$ cat src/t0_apdu_pkg.sv
// shared types and constants of the t0 apdu transport engine
`default_nettype none
package t0_apdu_pkg;

    localparam logic [7:0] SW1_MORE       = 8'h61;
    localparam logic [7:0] SW1_RESEND     = 8'h6c;
    localparam logic [7:0] SW1_WARN_A     = 8'h62;
    localparam logic [7:0] SW1_WARN_B     = 8'h63;
    localparam logic [3:0] SW1_APP_NIB    = 4'h9;
    localparam logic [15:0] SW_NORMAL     = 16'h9000;

    localparam logic [7:0] GR_CLA         = 8'h00;
    localparam logic [7:0] GR_INS         = 8'hc0;
    localparam logic [7:0] GR_PARAM       = 8'h00;
    localparam logic [7:0] P3_ZERO        = 8'h00;

    localparam logic [2:0] HDR_LEN        = 3'h5;
    localparam logic [8:0] RSP_MAX        = 9'h100;
    localparam logic [8:0] CNT_ZERO       = 9'h000;
    localparam logic [7:0] BYTE_ZERO      = 8'h00;

    typedef enum logic [1:0] {
        CASE_1,
        CASE_2,
        CASE_3,
        CASE_4
    } apdu_case_t;

    typedef enum logic [1:0] {
        EV_PROC,
        EV_DATA,
        EV_STATUS
    } card_ev_kind_t;

    typedef struct packed {
        logic [7:0] cla;
        logic [7:0] ins;
        logic [7:0] p1;
        logic [7:0] p2;
        logic [7:0] p3;
    } t0_hdr_t;

    typedef struct packed {
        logic [7:0] cla;
        logic [7:0] ins;
        logic [7:0] p1;
        logic [7:0] p2;
        apdu_case_t cmd_case;
        logic [7:0] lc;
        logic [7:0] le;
        logic       fixed_le;
    } apdu_cmd_t;

    typedef struct packed {
        card_ev_kind_t kind;
        logic [7:0]    b1;
        logic [7:0]    b2;
    } card_ev_t;

    typedef struct packed {
        logic [7:0] sw1;
        logic [7:0] sw2;
    } rsp_trailer_t;

endpackage : t0_apdu_pkg
`default_nettype wire

$ cat src/resp_store.sv
// response body store, capped at the expected length
`timescale 1ns/100ps
`default_nettype none
module resp_store (
    input  wire logic       ref_clk_i,
    input  wire logic       nrst_i,
    input  wire logic       clr_i,
    input  wire logic       wr_i,
    input  wire logic [7:0] wr_byte_i,
    input  wire logic [8:0] cap_i,
    input  wire logic [8:0] rd_idx_i,
    output logic      [7:0] rd_byte_o,
    output logic      [8:0] count_o
);
    import t0_apdu_pkg::*;

    logic [7:0] mem_r [0:255];
    logic [8:0] count_r;

    // bytes past the cap are dropped so a chatty card cannot wrap the store
    always_ff @(posedge ref_clk_i) begin
        if (!nrst_i || clr_i) begin
            count_r <= CNT_ZERO;
        end else if (wr_i && count_r < cap_i) begin
            count_r <= count_r + 9'h001;
        end
    end

    always_ff @(posedge ref_clk_i) begin
        if (wr_i && count_r < cap_i) begin
            mem_r[count_r[7:0]] <= wr_byte_i;
        end
    end

    assign rd_byte_o = mem_r[rd_idx_i[7:0]];
    assign count_o   = count_r;

endmodule : resp_store
`default_nettype wire

$ cat src/sw_classify.sv
// sorts a card status pair into procedure pairs and status classes
`timescale 1ns/100ps
`default_nettype none
module sw_classify (
    input  wire t0_apdu_pkg::rsp_trailer_t sw_i,
    output logic                           is_more_o,
    output logic                           is_resend_o,
    output logic                           is_warn_app_o
);
    import t0_apdu_pkg::*;

    logic is_warn;
    logic is_app;

    assign is_more_o   = (sw_i.sw1 == SW1_MORE);
    assign is_resend_o = (sw_i.sw1 == SW1_RESEND);
    assign is_warn     = (sw_i.sw1 == SW1_WARN_A) || (sw_i.sw1 == SW1_WARN_B);
    assign is_app      = (sw_i.sw1[7:4] == SW1_APP_NIB) && (sw_i != SW_NORMAL);
    assign is_warn_app_o = is_warn || is_app;

endmodule : sw_classify
`default_nettype wire

$ cat src/t0_apdu_transport.sv
// t0 transport engine: maps c-apdus to card headers and builds r-apdus
// Operation
// 61xx and 6Cxx pairs are consumed internally, never delivered as status.
// 9000 is normal; any other status ends the command and delivers.
// case 4 right after data: warning or application status continues.
// card status always concerns the latest command, GET RESPONSE included.
// case 1 header is the four bytes plus P3 of 00.
// card tells case 1 from case 2 on P3 zero, then returns status.
// final or terminating status goes unmodified into the trailer.
// case 2 header carries Le in P3.
// selection record reads and payment case 2 commands use Le 00.
// case 2 card returns data then status, steered by procedure pairs.
// returned data fills the body; no data leaves the body empty.
// case 3 and 4 headers carry Lc in P3.
// after a case 3/4 header, procedure sends data, status ends.
// case 3 card returns status after all data is processed.
// selection selects and payment case 4 commands use Le 00.
// case 4 card answers 61xx normally, else status only.
// on 61xx, GET RESPONSE is sent with P3 equal to xx.
// case 4 post-data warning or app status sends GET RESPONSE, Le 00.
// any other case 4 post-data status ends without GET RESPONSE.
// GET RESPONSE is then handled like a case 2 exchange.
// case 4 trailer holds the first status seen in the whole sequence.
// on 6Cxx the previous header is resent at once with P3 set to xx.
// GET RESPONSE header is 00 C0 00 00 with P3 as length.
// Le of zero means up to 256 response bytes.
// all response bytes are buffered and delivered with the trailer; bytes past the effective Le (256 for zero) are dropped.
`timescale 1ns/100ps
`default_nettype none
module t0_apdu_transport (
    input  wire logic                         ref_clk_i,
    input  wire logic                         nrst_i,
    // terminal application layer: command in
    input  wire logic                         cmd_valid_i,
    input  wire t0_apdu_pkg::apdu_cmd_t       cmd_i,
    output logic                              cmd_ready_o,
    input  wire logic                         dat_valid_i,
    input  wire logic [7:0]                   dat_byte_i,
    output logic                              dat_ready_o,
    // terminal application layer: response out
    output logic                              rsp_valid_o,
    output logic [7:0]                        rsp_byte_o,
    input  wire logic                         rsp_ready_i,
    output logic                              done_o,
    output t0_apdu_pkg::rsp_trailer_t         trailer_o,
    output logic [8:0]                        body_len_o,
    // chip card side
    output logic                              tx_valid_o,
    output logic [7:0]                        tx_byte_o,
    input  wire logic                         tx_ready_i,
    input  wire logic                         ev_valid_i,
    input  wire t0_apdu_pkg::card_ev_t        ev_i
);
    import t0_apdu_pkg::*;

    typedef enum logic [2:0] {
        ST_IDLE,
        ST_HDR,
        ST_WAIT,
        ST_DATA,
        ST_DLV,
        ST_FIN
    } state_t;

    state_t       state_r;
    t0_hdr_t      hdr_r;
    apdu_case_t   case_r;
    logic [7:0]   lc_r;
    logic [8:0]   cap_r;
    logic [2:0]   hdr_idx_r;
    logic [7:0]   sent_r;
    logic         post_data_r;
    logic         gr_r;
    logic         have_sw_r;
    rsp_trailer_t first_sw_r;
    logic [8:0]   rd_idx_r;
    logic         tx_valid_r;
    logic [7:0]   tx_byte_r;
    logic         dat_ready_r;
    logic         cmd_ready_r;
    logic         rsp_valid_r;
    logic [7:0]   rsp_byte_r;
    logic         done_r;
    rsp_trailer_t trailer_r;
    logic [8:0]   body_len_r;

    rsp_trailer_t ev_sw;
    logic         is_more;
    logic         is_resend;
    logic         is_warn_app;
    logic         cmd_take;
    logic         dat_take;
    logic         hdr_load;
    logic         st_ev;
    logic         data_ev;
    logic         proc_ev;
    logic         do_more;
    logic         do_resend;
    logic         do_gr00;
    logic         do_end;
    logic [7:0]   le_eff;
    logic [7:0]   hdr_byte;
    logic [7:0]   rd_byte;
    logic [8:0]   count;

    assign ev_sw     = '{sw1: ev_i.b1, sw2: ev_i.b2};
    assign cmd_take  = cmd_valid_i && cmd_ready_r;
    assign dat_take  = dat_valid_i && dat_ready_r;
    assign hdr_load  = (state_r == ST_HDR) && !tx_valid_r
                       && (hdr_idx_r != HDR_LEN);
    assign st_ev     = (state_r == ST_WAIT) && ev_valid_i
                       && (ev_i.kind == EV_STATUS);
    assign data_ev   = (state_r == ST_WAIT) && ev_valid_i
                       && (ev_i.kind == EV_DATA);
    assign proc_ev   = (state_r == ST_WAIT) && ev_valid_i
                       && (ev_i.kind == EV_PROC);

    // procedure pairs keep the command open; only other statuses end it
    assign do_resend = st_ev && is_resend;
    assign do_more   = st_ev && is_more;
    assign do_gr00   = st_ev && !is_more && !is_resend && post_data_r
                       && is_warn_app && case_r == CASE_4;
    assign do_end    = st_ev && !is_more && !is_resend && !do_gr00;

    // flow-fixed commands force Le to zero
    assign le_eff = cmd_i.fixed_le ? P3_ZERO : cmd_i.le;

    always_comb begin
        unique case (hdr_idx_r)
            3'h0:    hdr_byte = hdr_r.cla;
            3'h1:    hdr_byte = hdr_r.ins;
            3'h2:    hdr_byte = hdr_r.p1;
            3'h3:    hdr_byte = hdr_r.p2;
            default: hdr_byte = hdr_r.p3;
        endcase
    end

    sw_classify u_classify (
        .sw_i          (ev_sw),
        .is_more_o     (is_more),
        .is_resend_o   (is_resend),
        .is_warn_app_o (is_warn_app)
    );

    resp_store u_store (
        .ref_clk_i (ref_clk_i),
        .nrst_i    (nrst_i),
        .clr_i     (cmd_take),
        .wr_i      (data_ev),
        .wr_byte_i (ev_i.b1),
        .cap_i     (cap_r),
        .rd_idx_i  (rd_idx_r),
        .rd_byte_o (rd_byte),
        .count_o   (count)
    );

    // command phase sequencing
    always_ff @(posedge ref_clk_i) begin
        if (!nrst_i) begin
            state_r <= ST_IDLE;
        end else begin
            unique case (state_r)
                ST_IDLE: if (cmd_take) state_r <= ST_HDR;
                ST_HDR: begin
                    if (!tx_valid_r && hdr_idx_r == HDR_LEN) begin
                        state_r <= ST_WAIT;
                    end
                end
                ST_WAIT: begin
                    if (do_resend || do_more || do_gr00) begin
                        state_r <= ST_HDR;
                    end else if (do_end) begin
                        state_r <= ST_DLV;
                    end else if (proc_ev && !post_data_r && !gr_r
                                 && (case_r inside {CASE_3, CASE_4})) begin
                        state_r <= ST_DATA;
                    end
                end
                ST_DATA: begin
                    if (!tx_valid_r && sent_r == lc_r) state_r <= ST_WAIT;
                end
                ST_DLV: begin
                    if ((!rsp_valid_r || rsp_ready_i)
                        && rd_idx_r == count) begin
                        state_r <= ST_FIN;
                    end
                end
                ST_FIN: state_r <= ST_IDLE;
            endcase
        end
    end

    // header image: built from the command, then patched by the card
    always_ff @(posedge ref_clk_i) begin
        if (!nrst_i) begin
            hdr_r   <= '0;
            case_r  <= CASE_1;
            lc_r    <= BYTE_ZERO;
            cap_r   <= CNT_ZERO;
        end else if (cmd_take) begin
            hdr_r.cla <= cmd_i.cla;
            hdr_r.ins <= cmd_i.ins;
            hdr_r.p1  <= cmd_i.p1;
            hdr_r.p2  <= cmd_i.p2;
            case_r    <= cmd_i.cmd_case;
            lc_r      <= cmd_i.lc;
            unique case (cmd_i.cmd_case)
                CASE_1: hdr_r.p3 <= P3_ZERO;
                CASE_2: hdr_r.p3 <= le_eff;
                CASE_3: hdr_r.p3 <= cmd_i.lc;
                CASE_4: hdr_r.p3 <= cmd_i.lc;
            endcase
            // case 4 flow commands also take Le of zero here
            cap_r <= (le_eff == P3_ZERO) ? RSP_MAX : {1'b0, le_eff};
        end else if (do_resend) begin
            hdr_r.p3 <= ev_i.b2;
        end else if (do_more || do_gr00) begin
            hdr_r.cla <= GR_CLA;
            hdr_r.ins <= GR_INS;
            hdr_r.p1  <= GR_PARAM;
            hdr_r.p2  <= GR_PARAM;
            hdr_r.p3  <= do_more ? ev_i.b2 : P3_ZERO;
        end
    end

    // exchange progress flags
    always_ff @(posedge ref_clk_i) begin
        if (!nrst_i || cmd_take) begin
            post_data_r <= 1'b0;
            gr_r        <= 1'b0;
        end else begin
            if (state_r == ST_DATA && !tx_valid_r && sent_r == lc_r) begin
                post_data_r <= 1'b1;
            end else if (st_ev) begin
                // the chance to continue exists only on the first reply
                post_data_r <= 1'b0;
            end
            if (do_more || do_gr00) begin
                gr_r <= 1'b1;
            end
        end
    end

    // first real status of a case 4 sequence is kept for the trailer
    always_ff @(posedge ref_clk_i) begin
        if (!nrst_i || cmd_take) begin
            have_sw_r  <= 1'b0;
            first_sw_r <= '0;
        end else if (st_ev && !is_more && !is_resend && !have_sw_r
                     && case_r == CASE_4) begin
            have_sw_r  <= 1'b1;
            first_sw_r <= ev_sw;
        end
    end

    // header byte index, rewound for each resend or GET RESPONSE
    always_ff @(posedge ref_clk_i) begin
        if (!nrst_i || cmd_take || do_resend || do_more || do_gr00) begin
            hdr_idx_r <= 3'h0;
        end else if (hdr_load) begin
            hdr_idx_r <= hdr_idx_r + 3'h1;
        end
    end

    // command data count toward the card
    always_ff @(posedge ref_clk_i) begin
        if (!nrst_i || cmd_take) begin
            sent_r <= BYTE_ZERO;
        end else if (dat_take) begin
            sent_r <= sent_r + 8'h01;
        end
    end

    // one byte in flight keeps the ready term a plain flop
    always_ff @(posedge ref_clk_i) begin
        if (!nrst_i) begin
            dat_ready_r <= 1'b0;
        end else begin
            dat_ready_r <= (state_r == ST_DATA) && !tx_valid_r && !dat_take
                           && (sent_r != lc_r);
        end
    end

    always_ff @(posedge ref_clk_i) begin
        if (!nrst_i) begin
            tx_valid_r <= 1'b0;
            tx_byte_r  <= BYTE_ZERO;
        end else if (hdr_load) begin
            tx_valid_r <= 1'b1;
            tx_byte_r  <= hdr_byte;
        end else if (dat_take) begin
            tx_valid_r <= 1'b1;
            tx_byte_r  <= dat_byte_i;
        end else if (tx_ready_i) begin
            tx_valid_r <= 1'b0;
        end
    end

    always_ff @(posedge ref_clk_i) begin
        if (!nrst_i) begin
            cmd_ready_r <= 1'b0;
        end else begin
            cmd_ready_r <= (state_r == ST_IDLE) && !cmd_take;
        end
    end

    // delivery of the buffered body ahead of the trailer
    always_ff @(posedge ref_clk_i) begin
        if (!nrst_i) begin
            rsp_valid_r <= 1'b0;
            rsp_byte_r  <= BYTE_ZERO;
            rd_idx_r    <= CNT_ZERO;
        end else if (cmd_take) begin
            rd_idx_r <= CNT_ZERO;
        end else if (state_r == ST_DLV && (!rsp_valid_r || rsp_ready_i)) begin
            if (rd_idx_r != count) begin
                rsp_valid_r <= 1'b1;
                rsp_byte_r  <= rd_byte;
                rd_idx_r    <= rd_idx_r + 9'h001;
            end else begin
                rsp_valid_r <= 1'b0;
            end
        end
    end

    // trailer is captured when the command ends and shown with done
    always_ff @(posedge ref_clk_i) begin
        if (!nrst_i) begin
            trailer_r  <= '0;
            body_len_r <= CNT_ZERO;
        end else if (do_end) begin
            trailer_r  <= have_sw_r ? first_sw_r : ev_sw;
            body_len_r <= count;
        end
    end

    always_ff @(posedge ref_clk_i) begin
        if (!nrst_i) begin
            done_r <= 1'b0;
        end else begin
            done_r <= (state_r == ST_FIN);
        end
    end

    assign cmd_ready_o = cmd_ready_r;
    assign dat_ready_o = dat_ready_r;
    assign tx_valid_o  = tx_valid_r;
    assign tx_byte_o   = tx_byte_r;
    assign rsp_valid_o = rsp_valid_r;
    assign rsp_byte_o  = rsp_byte_r;
    assign done_o      = done_r;
    assign trailer_o   = trailer_r;
    assign body_len_o  = body_len_r;
endmodule : t0_apdu_transport
`default_nettype wire

$ cat config.mk
export PLATFORM = sky130hd
export DESIGN_NAME = t0_apdu_transport
export DESIGN_NICKNAME = d
export VERILOG_FILES = /design/src/t0_apdu_pkg.sv /design/src/resp_store.sv /design/src/sw_classify.sv /design/src/t0_apdu_transport.sv
export SDC_FILE = /design/constraint.sdc
export NUM_CORES = 2
export LEC_CHECK = 0
export ABC_AREA = 1
export BUFFER_PORTS_ARGS = -buffer_cell sky130_fd_sc_hd__clkbuf_2
export CORE_ASPECT_RATIO = 1.5
export CORE_MARGIN = 2
export CORE_UTILIZATION = 60
export CTS_CLUSTER_SIZE = 16
export DETAILED_ROUTE_END_ITERATION = 8
export PLACE_DENSITY = 0.78
export RECOVER_POWER = 25
export SLEW_MARGIN = 20
export SYNTH_ARGS = -nofsm -noshare
export SYNTH_HDL_FRONTEND = slang
export SYNTH_SLANG_ARGS = --single-unit
$ cat constraint.sdc
create_clock -name ref_clk_i -period 3.37 [get_ports ref_clk_i]
set_input_delay 0.5055 -clock ref_clk_i [delete_from_list [all_inputs] [get_ports ref_clk_i]]
set_output_delay 0.5055 -clock ref_clk_i [all_outputs]
set_load 0.01 [all_outputs]
==> results.json <==
{
  "wl_per_cell_um": 23.3,
  "finalCritPeriodShare_pct": 98.0,
  "ant_nets": 0,
  "combinationalPowerShare_pct": 3.4,
  "grt_pass1_wl_um": 390000,
  "via_per_inst": 5.92,
  "path_clk_slew_ps": 70,
  "nNetsFinal": 9197,
  "violations": "capacitance limit, slew limit",
  "multi_input_area_um2": 23300,
  "reg2reg_depth": 10,
  "min_from": "ev_i[5]",
  "power.internal_uw": 42100,
  "p_clk_share_pct": 40.1,
  "port_buffers": 129,
  "netlist_top_cells_area": "edfxtp_1 (66%), nand2_1 (8.5%), nor2_1 (6.1%)",
  "grt_max_degree": 171,
  "synth.avg_cell_area_um2": 10.6,
  "netlist.area_leader.share_pct": 66.3,
  "relSlewSlack_pct": -39.8,
  "drtIter0Drc": 8761,
  "seq_area_frac_synth_pct": 69.7,
  "first_pass_iters": 6,
  "crit_path_end_kind": "flip-flop",
  "cts_tree": "built",
  "cp_max_fo": 9,
  "die_height_um": 486,
  "grt-ovfl-total": 0,
  "worstPathArrival_ps": 4070,
  "rows": 176,
  "routed_wl_um": 264000,
  "layout_commonest_cell": "nand2_1",
  "swShare_pct": 21.1,
  "syn-instance-count": 8754,
  "via_count": 66976,
  "regArea_um2": 64600,
  "drv_slew": 384,
  "final_hold_viol_count": 0,
  "tns_ps": 0,
  "setup_violations": 0,
  "p_leak_uw": 0.0396,
  "peakVddDrop_uv": 450,
  "cts.sinks": 2204,
  "grt.total_usage_pct": 33.0,
  "min_to": "first_sw_r[5]",
  "syn_area_um2": 92800,
  "start_util_pct": 60.4,
  "gp_congestion": 0.972,
  "max_freq_mhz": 303,
  "period_minus_slack_ps": 3300,
  "io_pins": 130,
  "clk_latency_ps": 840,
  "htreeDepth": 4,
  "hold_path.class": "in -> reg",
  "die_x_um": 325,
  "power.total_uw": 53300,
  "ctsRootBufferMaster": "clkbuf_16",
  "fill_cells": 10781,
  "final_cell_mix": "nand2_1 (2,098), edfxtp_1 (2,048), nor2_1 (1,512)",
  "hpwl_um": 159000,
  "ctsLongestPathBuffers": 3,
  "ys_ff_latch": 2204,
  "drc": 0,
  "dieArea_um2": 158000,
  "r2r_start": "rd_idx_r[5]",
  "pwr-share-seq_pct": 56.6,
  "cp.required_ps": 4140,
  "syn2layout_area_growth_pct": 12.4,
  "rsz0062_at_grt": "false",
  "critPathKind": "reg -> reg",
  "synth_cell_type_count": 46,
  "synth_nets": 8857,
  "status": "finished with violations",
  "drive_gt1_share_pct": 9.62,
  "critical_path.startpoint_type": "flip-flop",
  "cts_buffers": 188,
  "r2r-end": "rsp_byte_o[0]",
  "power.net_switching_uw": 11200,
  "yosys_warnings": 0,
  "grt_pass1_vias": 65208,
  "yosysTopAreaCell": "edfxtp_1",
  "grt_antenna_before_repair": 8,
  "drv_cap": 11,
  "core_um2": 153000,
  "tightest_slew_ps": 2100,
  "skew_ps": 26.9,
  "hold_depth": 3,
  "power_density_nw_per_um2": 511,
  "final_util_pct": 67.9,
  "regToRegSetupSlack_ps": 70
}
[per-layer routing]
layer | track usage, % | vias up | share of wire [%]
li1 | - | 30161 | -
met1 | 39.7 | 31907 | 34
met2 | 54.4 | 3980 | 48
met3 | 5.79 | 922 | 9.8
met4 | 23.0 | 6 | 7.7
met5 | 0 | - | 0.016
[area by class of cell]
cell class / count / area share (%)
diodes: 10 / 0.0240
multi-input cells: 5408 / 22.4
well taps: 2047 / 2.46
flip-flops and latches: 2204 / 62.0
clock buffers: 231 / 4.72
repair buffers: 664 / 5.17
clock inverters: 112 / 0.998
inverters: 628 / 2.29
[cell families after synthesis]
family | share of synthesized area (%)
adders and majority gates | 0.256
and+or+nand+nor | 18.5
AOI/OAI and AO/OA | 6.21
DFF | 69.7
buffers and inverters | 5.23
xor gates and xnor gates | 0.160
[metrics by stage]
stage / hold slack [ps] / worst slack [ps] / instances / area [µm²]
final: 65.6 / 67.5 / 11304 / 104000
after global routing: 43.3 / 5.41 / 11300 / 104000
after CTS: 2.95 / 36.0 / 11294 / 104000
after detailed placement: 451 / 64.3 / 10886 / 97800
after global placement: 450 / 52.3 / 10886 / 97800
after floorplan: 436 / 624 / 8754 / 92800
[power by group through the flow]
stage | combinational, µW | sequential, µW | clock (µW)
after floorplan | 736 | 30700 | 0
after global placement | 1680 | 30700 | 0
after detailed placement | 1710 | 30700 | 0
after CTS | 1780 | 30100 | 21500
after global routing | 1940 | 30200 | 22400
final | 1800 | 30200 | 21400
[sequential cells by signal (all words and copies together), names as in the netlist, 2 cells and up]
| signal | count |
|---|---|
| cap_r | 9 |
| state_r | 3 |
| u_store.mem_r | 2048 |
| hdr_r | 40 |
| u_store.count_o | 9 |
| sent_r | 8 |
| case_r | 2 |
| rsp_byte_o | 8 |
| body_len_o | 9 |
| tx_byte_o | 8 |
| first_sw_r | 16 |
| hdr_idx_r | 3 |
| lc_r | 8 |
| trailer_o | 16 |
| rd_idx_r | 9 |
[how the worst max path moves through the flow]
stage,from,endpoint,slack [ps],depth (start not counted)
after detailed placement,rd_idx_r[0],rsp_byte_o[0],60,17
after global placement,rd_idx_r[0],rsp_byte_o[0],50,17
after global routing,rd_idx_r[0],rsp_byte_o[3],5,17
after CTS,rd_idx_r[0],rsp_byte_o[0],40,17
final,rd_idx_r[5],rsp_byte_o[0],70,10
after floorplan,u_store.count_o[4],u_store.mem_r[191][0],620,8
[worst max-delay path, cell delays in order, from the launching register on]
cell      delay (ps)
dfxtp_1          500
clkinv_1         360
nor2_2           580
inv_1            380
a21oi_1          410
nor2_2           210
nand2_1          100
nand2_1           80
nor2_1           400
nor2_1           110
nor2_1           110
[synthesized netlist by cell type, drive strengths merged]
library cell and number:
nor3 13, clkinv 16, clkbuf 203, a21oi 192
a21boi 1, o21ai 693, dfxtp 156, o32ai 1
o41ai 3, a211oi 18, edfxtp 2048, and3 1
nand4 44, buf 311, nor3b 1, or2 3
a41oi 1, inv 612, nand2 2103, nor2 1518
nor4 4, o211ai 102, ha 19, xor2 16
o22ai 29, a31oi 18, a221oi 8, xnor2 1
nand3b 4, o31ai 1, nand3 614
[timing repair]
| item | CTS | global route |
|---|---|---|
| hold endpoints to repair | 83 | 0 |
| hold buffers | 65 | 0 |
| setup buffers | 0 | 0 |
| resized for setup | 0 | 4 |
| endpoints found under the setup margin | 0 | 3 |
Note: power is estimated with default switching activity, not from simulation.
